### config.mk
export PLATFORM = sky130hd
export DESIGN_NAME = ddr_cmd_mode
export DESIGN_NICKNAME = d
export VERILOG_FILES = /design/src/hw/ddr_bank_track.v /design/src/hw/ddr_cmd_mode.v
export VERILOG_INCLUDE_DIRS = /design/src /design/src/hw
export SDC_FILE = /design/constraint.sdc
export NUM_CORES = 1
export LEC_CHECK = 0
export BUFFER_PORTS_ARGS = -buffer_cell sky130_fd_sc_hd__buf_2
export CAP_MARGIN = 0
export CORE_UTILIZATION = 50
export DETAILED_ROUTE_END_ITERATION = 12
export GPL_TIMING_DRIVEN = 0
export PLACE_DENSITY = 0.71
export REMOVE_ABC_BUFFERS = 1
export SYNTH_ARGS = -nofsm -noshare
export SYNTH_HDL_FRONTEND = slang
export SYNTH_SLANG_ARGS = --single-unit
### constraint.sdc
create_clock -name CLK_SYS -period 2 [get_ports CLK_SYS]
set_input_delay 0.1 -clock CLK_SYS [delete_from_list [all_inputs] [get_ports CLK_SYS]]
set_output_delay 0.1 -clock CLK_SYS [all_outputs]
set_load 0.02 [all_outputs]
### src/hw/ddr_cmd_consts.vh
`ifndef DDR_CMD_CONSTS_VH
`define DDR_CMD_CONSTS_VH

// Command codes {ras_n, cas_n, we_n} with chip select low
`define DDR_CMD_NOP 3'b111
`define DDR_CMD_ACT 3'b011
`define DDR_CMD_RD 3'b101
`define DDR_CMD_WR 3'b100
`define DDR_CMD_BST 3'b110
`define DDR_CMD_PRE 3'b010
`define DDR_CMD_REF 3'b001
`define DDR_CMD_LMR 3'b000

// Bank address targets of a mode load
`define DDR_BA_BASE 2'b00
`define DDR_BA_EXT 2'b01

// Base mode register fields
`define DDR_MR_BL_MSB 2
`define DDR_MR_BL_LSB 0
`define DDR_MR_ORDER_BIT 3
`define DDR_MR_LAT_MSB 6
`define DDR_MR_LAT_LSB 4
`define DDR_MR_OP_MSB 12
`define DDR_MR_OP_LSB 7
`define DDR_MR_DLL_RST_BIT 8
`define DDR_OP_NORMAL 6'h00
`define DDR_OP_DLL_RST 6'h02

// Burst length codes
`define DDR_BL_2 3'h1
`define DDR_BL_4 3'h2
`define DDR_BL_8 3'h3

// Read latency codes and their half-clock counts
`define DDR_LAT_2 3'h2
`define DDR_LAT_2P5 3'h6
`define DDR_HALF_LAT_2 3'h4
`define DDR_HALF_LAT_2P5 3'h5
// Write data follows the command by one clock
`define DDR_HALF_LAT_WR 3'h2

// Extended register fields
`define DDR_EMR_DLL_OFF_BIT 0
`define DDR_EMR_DRIVE_BIT 1
`define DDR_EMR_FET_BIT 2

// Reset values of the configuration registers
`define DDR_MR_RESET 13'h0022
`define DDR_EMR_RESET 13'h0000

// Address fields of the command bus
`define DDR_AP_BIT 10
`define DDR_COL_MSB 9

// Bank tracker states
`define DDR_BK_IDLE 2'h0
`define DDR_BK_OPEN 2'h1
`define DDR_BK_CLOSING 2'h2

// Row close period in link clocks
`define DDR_ROW_CLOSE_CLKS 3

`endif

### src/hw/ddr_bank_track.v
`timescale 1ns/10ps
`default_nettype none
`include "ddr_cmd_consts.vh"

module ddr_bank_track #(
  parameter ROW_W = 13,
  parameter CLOSE_CLKS = `DDR_ROW_CLOSE_CLKS
) (
  input wire clk,
  input wire rst,
  input wire ck_tick,
  input wire activate,
  input wire precharge,
  input wire [ROW_W-1:0] row_in,
  output reg open_o,
  output reg [ROW_W-1:0] row_o
);

  reg [1:0] state_reg;
  reg [3:0] timer_reg;

  always @(posedge clk) begin
    if (rst) begin
      state_reg <= `DDR_BK_IDLE;
      timer_reg <= 4'h0;
      open_o <= 1'b0;
      row_o <= {ROW_W{1'b0}};
    end else begin
      case (state_reg)
        `DDR_BK_IDLE: begin
          // Precharge of an idle bank falls through as no operation
          if (activate) begin
            state_reg <= `DDR_BK_OPEN;
            row_o <= row_in;
            open_o <= 1'b1;
          end
        end
        `DDR_BK_OPEN: begin
          if (precharge) begin
            state_reg <= `DDR_BK_CLOSING;
            timer_reg <= CLOSE_CLKS[3:0];
            open_o <= 1'b0;
          end
        end
        `DDR_BK_CLOSING: begin
          // Repeated precharge here is ignored
          if (ck_tick) begin
            if (timer_reg <= 4'h1) begin
              state_reg <= `DDR_BK_IDLE;
            end else begin
              timer_reg <= timer_reg - 4'h1;
            end
          end
        end
        default: begin
          state_reg <= `DDR_BK_IDLE;
          open_o <= 1'b0;
        end
      endcase
    end
  end

endmodule
`default_nettype wire

### src/hw/ddr_cmd_mode.v
// Operation
// - Burst length two, four, eight; both orders
// - Burst wraps inside aligned length-sized block
// - Mode bit three picks burst order
// - Read data after latency two or 2.5
// - Operating bits zero select normal mode
// - Only bit eight set starts DLL reset
// - Bank code one writes extended register
// - Deselect ignores commands, work continues
// - NOP leaves operations in progress alone
// - ACTIVE opens row in chosen bank
// - READ bursts from column, A10 auto-closes
// - WRITE bursts to column, A10 auto-closes
// - Mask high drops byte, low stores it
// - PRECHARGE closes one or all banks
// - Precharge of idle or closing bank ignored
// - Sequential counts up, interleave xors count
// - Bank code zero writes base register
// - Base register field layout
// - Strobe decode of command set
`timescale 1ns/10ps
`default_nettype none
`include "ddr_cmd_consts.vh"

module ddr_cmd_mode #(
  parameter ROW_W = 13,
  parameter DATA_W = 16,
  parameter CLOSE_CLKS = `DDR_ROW_CLOSE_CLKS
) (
  input wire CLK_SYS,
  input wire RESET,
  input wire CK,
  input wire CKE,
  input wire CS_N,
  input wire RAS_N,
  input wire CAS_N,
  input wire WE_N,
  input wire [1:0] BA,
  input wire [12:0] ADDR,
  input wire [DATA_W/8-1:0] DM,
  input wire [DATA_W-1:0] DQ_IN,
  input wire [DATA_W-1:0] RD_DATA,
  output reg [DATA_W-1:0] DQ_OUT,
  output reg DQ_OE_N,
  output reg ARR_RD,
  output reg ARR_WR,
  output reg [DATA_W/8-1:0] ARR_BYTE_EN,
  output reg [DATA_W-1:0] ARR_WDATA,
  output reg [1:0] ARR_BANK,
  output reg [ROW_W-1:0] ARR_ROW,
  output reg [`DDR_COL_MSB:0] ARR_COL,
  output reg [3:0] BANK_OPEN,
  output reg [12:0] OPER_CFG,
  output reg [12:0] EXT_CFG,
  output reg DLL_RESET,
  output reg DLL_ON
);

  localparam NB = DATA_W / 8;
  localparam IN_W = 1 + 1 + 3 + 2 + 13 + NB + DATA_W;
  localparam ST_IDLE = 2'h0;
  localparam ST_WAIT = 2'h1;
  localparam ST_RUN = 2'h2;

  // Two flops on every DDR bus input (not RD_DATA); CK rides in the same chain to keep alignment
  reg [IN_W:0] sync1_reg;
  reg [IN_W:0] sync2_reg;
  reg ck_d_reg;

  always @(posedge CLK_SYS) begin
    if (RESET) begin
      sync1_reg <= {(IN_W+1){1'b1}};
      sync2_reg <= {(IN_W+1){1'b1}};
      ck_d_reg <= 1'b1;
    end else begin
      sync1_reg <= {CK, CKE, CS_N, RAS_N, CAS_N, WE_N, BA, ADDR, DM, DQ_IN};
      sync2_reg <= sync1_reg;
      ck_d_reg <= sync2_reg[IN_W];
    end
  end

  wire ck_s = sync2_reg[IN_W];
  wire cke_s = sync2_reg[IN_W-1];
  wire cs_n_s = sync2_reg[IN_W-2];
  wire [2:0] cmd_s = sync2_reg[IN_W-3:IN_W-5];
  wire [1:0] ba_s = sync2_reg[IN_W-6:IN_W-7];
  wire [12:0] a_s = sync2_reg[IN_W-8:IN_W-20];
  wire [NB-1:0] dm_s = sync2_reg[NB+DATA_W-1:DATA_W];
  wire [DATA_W-1:0] dq_s = sync2_reg[DATA_W-1:0];
  // Rises take commands; both edges step a burst
  wire ck_rise = ck_s & ~ck_d_reg;
  wire ck_edge = ck_s ^ ck_d_reg;

  // Deselect and NOP decode to nothing; running bursts carry on
  wire cmd_valid = ck_rise & cke_s & ~cs_n_s;
  wire is_act = cmd_valid & (cmd_s == `DDR_CMD_ACT);
  wire is_rd = cmd_valid & (cmd_s == `DDR_CMD_RD);
  wire is_wr = cmd_valid & (cmd_s == `DDR_CMD_WR);
  wire is_pre = cmd_valid & (cmd_s == `DDR_CMD_PRE);
  wire is_lmr = cmd_valid & (cmd_s == `DDR_CMD_LMR);

  // Configuration registers
  wire [5:0] op_code = a_s[`DDR_MR_OP_MSB:`DDR_MR_OP_LSB];
  wire op_ok = (op_code == `DDR_OP_NORMAL) | (op_code == `DDR_OP_DLL_RST);
  wire [12:0] mr_clr_mask = 13'h0001 << `DDR_MR_DLL_RST_BIT;

  always @(posedge CLK_SYS) begin
    if (RESET) begin
      OPER_CFG <= `DDR_MR_RESET;
      EXT_CFG <= `DDR_EMR_RESET;
      DLL_RESET <= 1'b0;
      DLL_ON <= 1'b0;
    end else begin
      DLL_RESET <= 1'b0;
      DLL_ON <= ~EXT_CFG[`DDR_EMR_DLL_OFF_BIT];
      if (is_lmr && ba_s == `DDR_BA_BASE && op_ok) begin
        // Reset bit self-clears; the request leaves as a pulse
        OPER_CFG <= a_s & ~mr_clr_mask;
        DLL_RESET <= (op_code == `DDR_OP_DLL_RST);
      end
      // Loads to other bank codes leave both registers alone
      if (is_lmr && ba_s == `DDR_BA_EXT) begin
        EXT_CFG <= a_s;
      end
    end
  end

  // Field decode of the base register
  wire [2:0] bl_code = OPER_CFG[`DDR_MR_BL_MSB:`DDR_MR_BL_LSB];
  wire [2:0] lat_code = OPER_CFG[`DDR_MR_LAT_MSB:`DDR_MR_LAT_LSB];
  wire order_il = OPER_CFG[`DDR_MR_ORDER_BIT];
  reg [2:0] len_mask;
  reg [2:0] rd_half_lat;

  always @* begin
    case (bl_code)
      `DDR_BL_2: len_mask = 3'h1;
      `DDR_BL_4: len_mask = 3'h3;
      `DDR_BL_8: len_mask = 3'h7;
      default: len_mask = 3'h1;
    endcase
    // Reserved latency codes fall back to 2.5, the slower safe choice
    case (lat_code)
      `DDR_LAT_2: rd_half_lat = `DDR_HALF_LAT_2;
      `DDR_LAT_2P5: rd_half_lat = `DDR_HALF_LAT_2P5;
      default: rd_half_lat = `DDR_HALF_LAT_2P5;
    endcase
  end

  // Burst engine
  reg [1:0] state_reg;
  reg [2:0] wait_reg;
  reg [2:0] beat_reg;
  reg [2:0] mask_reg;
  reg il_reg;
  reg is_wr_reg;
  reg ap_reg;
  reg [1:0] bank_reg;
  reg [`DDR_COL_MSB:0] col_reg;
  reg auto_pre;
  reg rd_pend_reg;

  wire [3:0] bank_open_w;
  wire [4*ROW_W-1:0] bank_row_w;
  wire tgt_open = bank_open_w[ba_s];
  wire start_burst = (is_rd | is_wr) & tgt_open;
  wire [2:0] seq_off = (col_reg[2:0] + beat_reg) & mask_reg;
  wire [2:0] il_off = (col_reg[2:0] ^ beat_reg) & mask_reg;
  wire [2:0] offs = il_reg ? il_off : seq_off;
  wire [2:0] base = col_reg[2:0] & ~mask_reg;
  wire [`DDR_COL_MSB:0] beat_col = {col_reg[`DDR_COL_MSB:3], base | offs};
  wire last_beat = (beat_reg == mask_reg);
  wire beat_go = (state_reg == ST_RUN) & ck_edge;

  always @(posedge CLK_SYS) begin
    if (RESET) begin
      state_reg <= ST_IDLE;
      wait_reg <= 3'h0;
      beat_reg <= 3'h0;
      mask_reg <= 3'h1;
      il_reg <= 1'b0;
      is_wr_reg <= 1'b0;
      ap_reg <= 1'b0;
      bank_reg <= 2'h0;
      col_reg <= {(`DDR_COL_MSB+1){1'b0}};
      auto_pre <= 1'b0;
    end else begin
      auto_pre <= 1'b0;
      if (start_burst) begin
        // A new burst command cuts off the one in flight
        state_reg <= ST_WAIT;
        // Entering the run state costs one edge of its own
        if (is_wr) begin
          wait_reg <= `DDR_HALF_LAT_WR - 3'h2;
        end else begin
          wait_reg <= rd_half_lat - 3'h2;
        end
        beat_reg <= 3'h0;
        mask_reg <= len_mask;
        il_reg <= order_il;
        is_wr_reg <= is_wr;
        ap_reg <= a_s[`DDR_AP_BIT];
        bank_reg <= ba_s;
        col_reg <= a_s[`DDR_COL_MSB:0];
      end else begin
        case (state_reg)
          ST_IDLE: state_reg <= ST_IDLE;
          ST_WAIT: begin
            if (ck_edge) begin
              if (wait_reg == 3'h0) begin
                state_reg <= ST_RUN;
              end else begin
                wait_reg <= wait_reg - 3'h1;
              end
            end
          end
          ST_RUN: begin
            if (ck_edge) begin
              beat_reg <= beat_reg + 3'h1;
              if (last_beat) begin
                state_reg <= ST_IDLE;
                auto_pre <= ap_reg;
              end
            end
          end
          default: state_reg <= ST_IDLE;
        endcase
      end
    end
  end

  // Per-bank row state
  genvar gi;
  generate
    for (gi = 0; gi < 4; gi = gi + 1) begin : g_bank
      // Auto-precharge closes only the bank its burst used
      wire pre_hit = (is_pre & (a_s[`DDR_AP_BIT] | (ba_s == gi))) |
                     (auto_pre & (bank_reg == gi));
      ddr_bank_track #(
        .ROW_W(ROW_W),
        .CLOSE_CLKS(CLOSE_CLKS)
      ) u_bank (
        .clk(CLK_SYS),
        .rst(RESET),
        .ck_tick(ck_rise),
        .activate(is_act & (ba_s == gi)),
        .precharge(pre_hit),
        .row_in(a_s[ROW_W-1:0]),
        .open_o(bank_open_w[gi]),
        .row_o(bank_row_w[gi*ROW_W +: ROW_W])
      );
    end
  endgenerate

  // Array side; masked bytes never reach the array
  always @(posedge CLK_SYS) begin
    if (RESET) begin
      ARR_RD <= 1'b0;
      ARR_WR <= 1'b0;
      ARR_BYTE_EN <= {NB{1'b0}};
      ARR_WDATA <= {DATA_W{1'b0}};
      ARR_BANK <= 2'h0;
      ARR_ROW <= {ROW_W{1'b0}};
      ARR_COL <= {(`DDR_COL_MSB+1){1'b0}};
      BANK_OPEN <= 4'h0;
      rd_pend_reg <= 1'b0;
      DQ_OUT <= {DATA_W{1'b0}};
      DQ_OE_N <= 1'b1;
    end else begin
      BANK_OPEN <= bank_open_w;
      ARR_RD <= beat_go & ~is_wr_reg;
      // No array write when every byte is masked
      ARR_WR <= beat_go & is_wr_reg & (dm_s != {NB{1'b1}});
      ARR_BYTE_EN <= ~dm_s;
      ARR_WDATA <= dq_s;
      if (beat_go) begin
        ARR_BANK <= bank_reg;
        ARR_ROW <= bank_row_w[bank_reg*ROW_W +: ROW_W];
        ARR_COL <= beat_col;
      end
      // Array answers one cycle after the strobe
      rd_pend_reg <= ARR_RD;
      if (rd_pend_reg) begin
        DQ_OUT <= RD_DATA;
      end
      if (rd_pend_reg) begin
        DQ_OE_N <= 1'b0;
      end else if (state_reg != ST_RUN && !ARR_RD) begin
        DQ_OE_N <= 1'b1;
      end
    end
  end

endmodule
`default_nettype wire

==> results.md <==
- The run finished, with violations left.
- The checks that failed: hold timing.
- The biggest area consumer among synthesized cells is sky130_fd_sc_hd__dfxtp_1.
- Of the available clock period, the critical path in the final layout requires 0.9795.
- The clock tree root buffer cell is sky130_fd_sc_hd__clkbuf_16.
- The cell area power density is 893.8 nW/um^2.
- Walking the worst path, the cells encountered are inv_1, ha_4, and4bb_4, buf_4, a311oi_2, a21oi_1, a311oi_1.
- At the end of the flow the core is filled with cells to 0.6501.
- The DRC violation total after the first TritonRoute iteration is ~380.
- By area the synthesized netlist is led by sky130_fd_sc_hd__dfxtp_1 55%, sky130_fd_sc_hd__mux2i_1 8.7%, sky130_fd_sc_hd__or2_2 5.0%.
- The vertical extent of the die is ~150 um.
- Yosys mapped the design onto between 70 and 80 distinct sky130hd cell types.
- The global-route usage over all layers is 0.2092.
- The critical path is of the reg2reg type.
- The final layout contains ~1300 nets.
- The pin slew with the least headroom to its limit is 925.3 ps.
- The placeable core region is about 20000 um^2.
- The insertion delay of the later-clocked pin in the worst-skew pair is 540 ps.
- The residual antenna-violating net count after detailed routing is 0.
- The count of buffers inserted at the top-level ports is between 100 and 150.
- The sequential-to-total area share from yosys stat is 0.5461.
- The first-pass GRT wire length is 36490 um.
- On the worst path, the slowest cell contributes a delay of 450 ps.
- The boundary pin count is 151.
- The via count normalized by instance count is 5.126.
- The post-detailed-route wirelength per cell is 15.20 um.
- The area of the mapped netlist is 10230 um^2.
- The kind of end point of the critical path is a flop.
- The final number of setup-violating endpoints is 0.
- The half-perimeter wire length after detailed placement is ~13000 um.
- The cell with the largest stage delay on the worst path is sky130_fd_sc_hd__a311oi_2.
- The initial antenna violation count is 0.
- The number of remaining DRC errors is 0.
- In this run the core area contains 51 standard-cell rows.
- The share of synthesized area in the top cell type comes to 0.5461.
- The number of vias in the routed layout is about 7500.
- Setup repair after global routing could not meet its margin everywhere.
- The layout cell share with drive strength beyond 1 is 0.2769.
- Broken down by cell family, the worst path's largest delay share belongs to compound AO/OA/AOI/OAI gates.
- The number of enable-type register cells in the synthesized netlist is 0.
- The number of cells produced by synthesis is 994.
- At the worst endpoint, the arrival time is 2390 ps.
- After clock tree synthesis, the clock-pin slew on the worst setup and hold paths is approximately 60 ps.
- The mean area per synthesized cell is 10.29 um^2.
- Summed over all layers, the routed wires come to about 22000 um.
- For this run, asynchronously set or reset flops after synthesis account for 0.
- The maximum clock rate is 0.5105 GHz.
- The congestion estimate from routability-driven global placement came to 0.7538.
- The max-cap violation count is 0.
- IR analysis of the VDD net gives a maximum drop of between 0.6 and 0.7 mV.
- The setup clock skew after layout is 19.19 ps.
- The critical path startpoint category is a flop.
- The analysis attributes to cell leakage a power of 5.429 nW.
- The required time of the worst setup path is 2430 ps.
- TritonCTS built the clock tree.
- The minimum hold slack is -17.90 ps.
- Measured along the x axis, the die boundary spans ~150 um.
- For this run, the leading register cell type out of synthesis is sky130_fd_sc_hd__dfxtp_1.
- The synthesis-stage register bit count is 279.
- The maximum number of pins on one net before global-route repair is 163.
- Counting the buffers created by CTS gives 28.
- The initial utilization of the core area, before any placement, comes to 0.5171.
- The number of diodes is 0.
- The first TritonRoute pass finished after 5 iterations.
- CTS saw 279 sinks.
- Relative to the synthesized area, the layout overhead comes to 25.72%.
- The register with the most flip-flops in the layout has 52 of them.
- The via count of the first global-routing pass came to between 7000 and 8000.
- Counting I/O delays and the setup requirement, the final critical path takes 1959 ps.
- The count of final hold-check violations was 4.
- The floorplan step defined a die boundary enclosing 21030 um^2.
- The total number of yosys warnings is 0.
- Along the worst path, the maximum fanout reaches 13.
- Headroom to the max-slew limit came out at 0.3823.
- The path class of the tightest hold or removal check is in2reg.
- The max-slew violation count is 0.
- The total number of H-tree levels is 1.
- The number of buffers and inverters on the critical path is 2.
- The global-route congestion overflow total is 0.
- The clock tree buffer depth is 3.
## report_power, final
part | total [W] | internal [W] | switching (W)
Sequential | 0.00571 | 0.00566 | 0.0000561
Combinational | 0.000419 | 0.000215 | 0.000204
Clock | 0.00536 | 0.00324 | 0.00213
Total | 0.0115 | 0.00911 | 0.00239
## cells by family after synthesis
family	after synthesis	share of synthesized area
mux	104	0.1194
fa+ha+maj	15	0.01908
buf+inv	82	0.03621
compound gates	121	0.07829
xor+xnor	7	0.005994
simple gates	385	0.1946
flops	279	0.5461
other cells	1	0.0003666
## worst paths after layout
kind            startpoint                             to  slack, ps  depth (start not counted)
max reg2reg       ck_d_reg  g_bank[0].u_bank.timer_reg[3]         40                          7
min reg2reg  sync1_reg[26]                  sync2_reg[26]        410                          1
min                  RESET                     EXT_CFG[8]        -20                          2
max               ck_d_reg  g_bank[0].u_bank.timer_reg[3]         40                          7
## routing by layer
layer	global-route usage	part of all wire	vias up
met5	0	0	-
met4	0.06755	0.025	0
met3	0.03742	0.056	41
met2	0.3534	0.47	198
met1	0.2699	0.45	3557
li1	-	-	3745
## per-stage QoR
stage | setup WS (ps) | total power, W | std cells | area (um^2) | TNS (ps)
final | 40.99 | 0.01149 | 1471 | 12860 | 0
after global routing | -17.04 | 0.01189 | 1471 | 12860 | -48.10
after CTS | 23.99 | 0.01158 | 1470 | 12820 | 0
after detailed placement | -1129 | 0.006160 | 1352 | 11090 | -85060
after global placement | -3681 | 0.006155 | 1349 | 11020 | -495900
after floorplan | -830.2 | 0.005968 | 935 | 9945 | -27660
## cell type report
type,count,area [um^2]
clock buffer,42,863.3
multi-input combinational,634,4377
inverter,23,86.33
clock inverter,9,113.9
tap,265,331.6
sequential,279,5600
timing repair buffer,219,1488
fill,1548,6922
## cell usage in the layout, fill, tap and decap left out, types with 3 or more instances in the layout
| cell type | instances |
|---|---|
| sky130_fd_sc_hd__nand3_1 | 5 |
| sky130_fd_sc_hd__nand4_1 | 5 |
| sky130_fd_sc_hd__o31ai_1 | 7 |
| sky130_fd_sc_hd__buf_2 | 148 |
| sky130_fd_sc_hd__a21oi_1 | 58 |
| sky130_fd_sc_hd__a311oi_1 | 4 |
| sky130_fd_sc_hd__nor2b_1 | 32 |
| sky130_fd_sc_hd__clkbuf_1 | 3 |
| sky130_fd_sc_hd__o211ai_1 | 6 |
| sky130_fd_sc_hd__dfxtp_1 | 273 |
| sky130_fd_sc_hd__nor3_1 | 10 |
| sky130_fd_sc_hd__or2_2 | 81 |
| sky130_fd_sc_hd__mux4_2 | 13 |
| sky130_fd_sc_hd__buf_12 | 3 |
| sky130_fd_sc_hd__nor2_1 | 112 |
| sky130_fd_sc_hd__nand3_4 | 4 |
| sky130_fd_sc_hd__inv_1 | 23 |
| sky130_fd_sc_hd__a31oi_1 | 5 |
| sky130_fd_sc_hd__ha_1 | 13 |
| sky130_fd_sc_hd__clkinvlp_4 | 3 |
| sky130_fd_sc_hd__clkbuf_16 | 28 |
| sky130_fd_sc_hd__nand2b_1 | 8 |
| sky130_fd_sc_hd__nand2_1 | 91 |
| sky130_fd_sc_hd__dlygate4sd3_1 | 55 |
| sky130_fd_sc_hd__and2b_1 | 3 |
| sky130_fd_sc_hd__xnor2_1 | 6 |
| sky130_fd_sc_hd__dfxtp_2 | 3 |
| sky130_fd_sc_hd__buf_4 | 9 |
| sky130_fd_sc_hd__dfxtp_4 | 3 |
| sky130_fd_sc_hd__a211oi_1 | 8 |
| sky130_fd_sc_hd__clkinv_2 | 3 |
| sky130_fd_sc_hd__mux2i_1 | 89 |
| sky130_fd_sc_hd__o21ai_0 | 5 |
| sky130_fd_sc_hd__clkbuf_8 | 11 |
| sky130_fd_sc_hd__and3_1 | 7 |
## synthesized netlist by cell type, types with 3 or more instances
master,number
sky130_fd_sc_hd__a211oi_1,8
sky130_fd_sc_hd__a21oi_1,58
sky130_fd_sc_hd__a311oi_1,4
sky130_fd_sc_hd__a31oi_1,5
sky130_fd_sc_hd__and2b_1,3
sky130_fd_sc_hd__and3_1,7
sky130_fd_sc_hd__and4bb_2,3
sky130_fd_sc_hd__buf_2,10
sky130_fd_sc_hd__buf_4,5
sky130_fd_sc_hd__buf_6,4
sky130_fd_sc_hd__clkbuf_1,37
sky130_fd_sc_hd__dfxtp_1,279
sky130_fd_sc_hd__ha_1,14
sky130_fd_sc_hd__inv_1,23
sky130_fd_sc_hd__mux2i_1,89
sky130_fd_sc_hd__mux4_2,13
sky130_fd_sc_hd__nand2_1,92
sky130_fd_sc_hd__nand2b_1,8
sky130_fd_sc_hd__nand3_1,7
sky130_fd_sc_hd__nand4_1,5
sky130_fd_sc_hd__nor2_1,112
sky130_fd_sc_hd__nor2b_1,32
sky130_fd_sc_hd__nor3_1,10
sky130_fd_sc_hd__nor3b_1,3
sky130_fd_sc_hd__o211ai_1,6
sky130_fd_sc_hd__o21ai_0,5
sky130_fd_sc_hd__o31ai_1,7
sky130_fd_sc_hd__or2_2,81
sky130_fd_sc_hd__xnor2_1,6
## timing repair
item | CTS | global route
hold buffers | 55 | 0
pin swaps | 6 | 1
gates resized for setup | 16 | 7
cloned | 0 | 1
setup endpoints to repair | 154 | 26
setup buffers | 12 | 0
endpoints found under the hold margin | 55 | 0
Power figures use the tool's default switching activity.
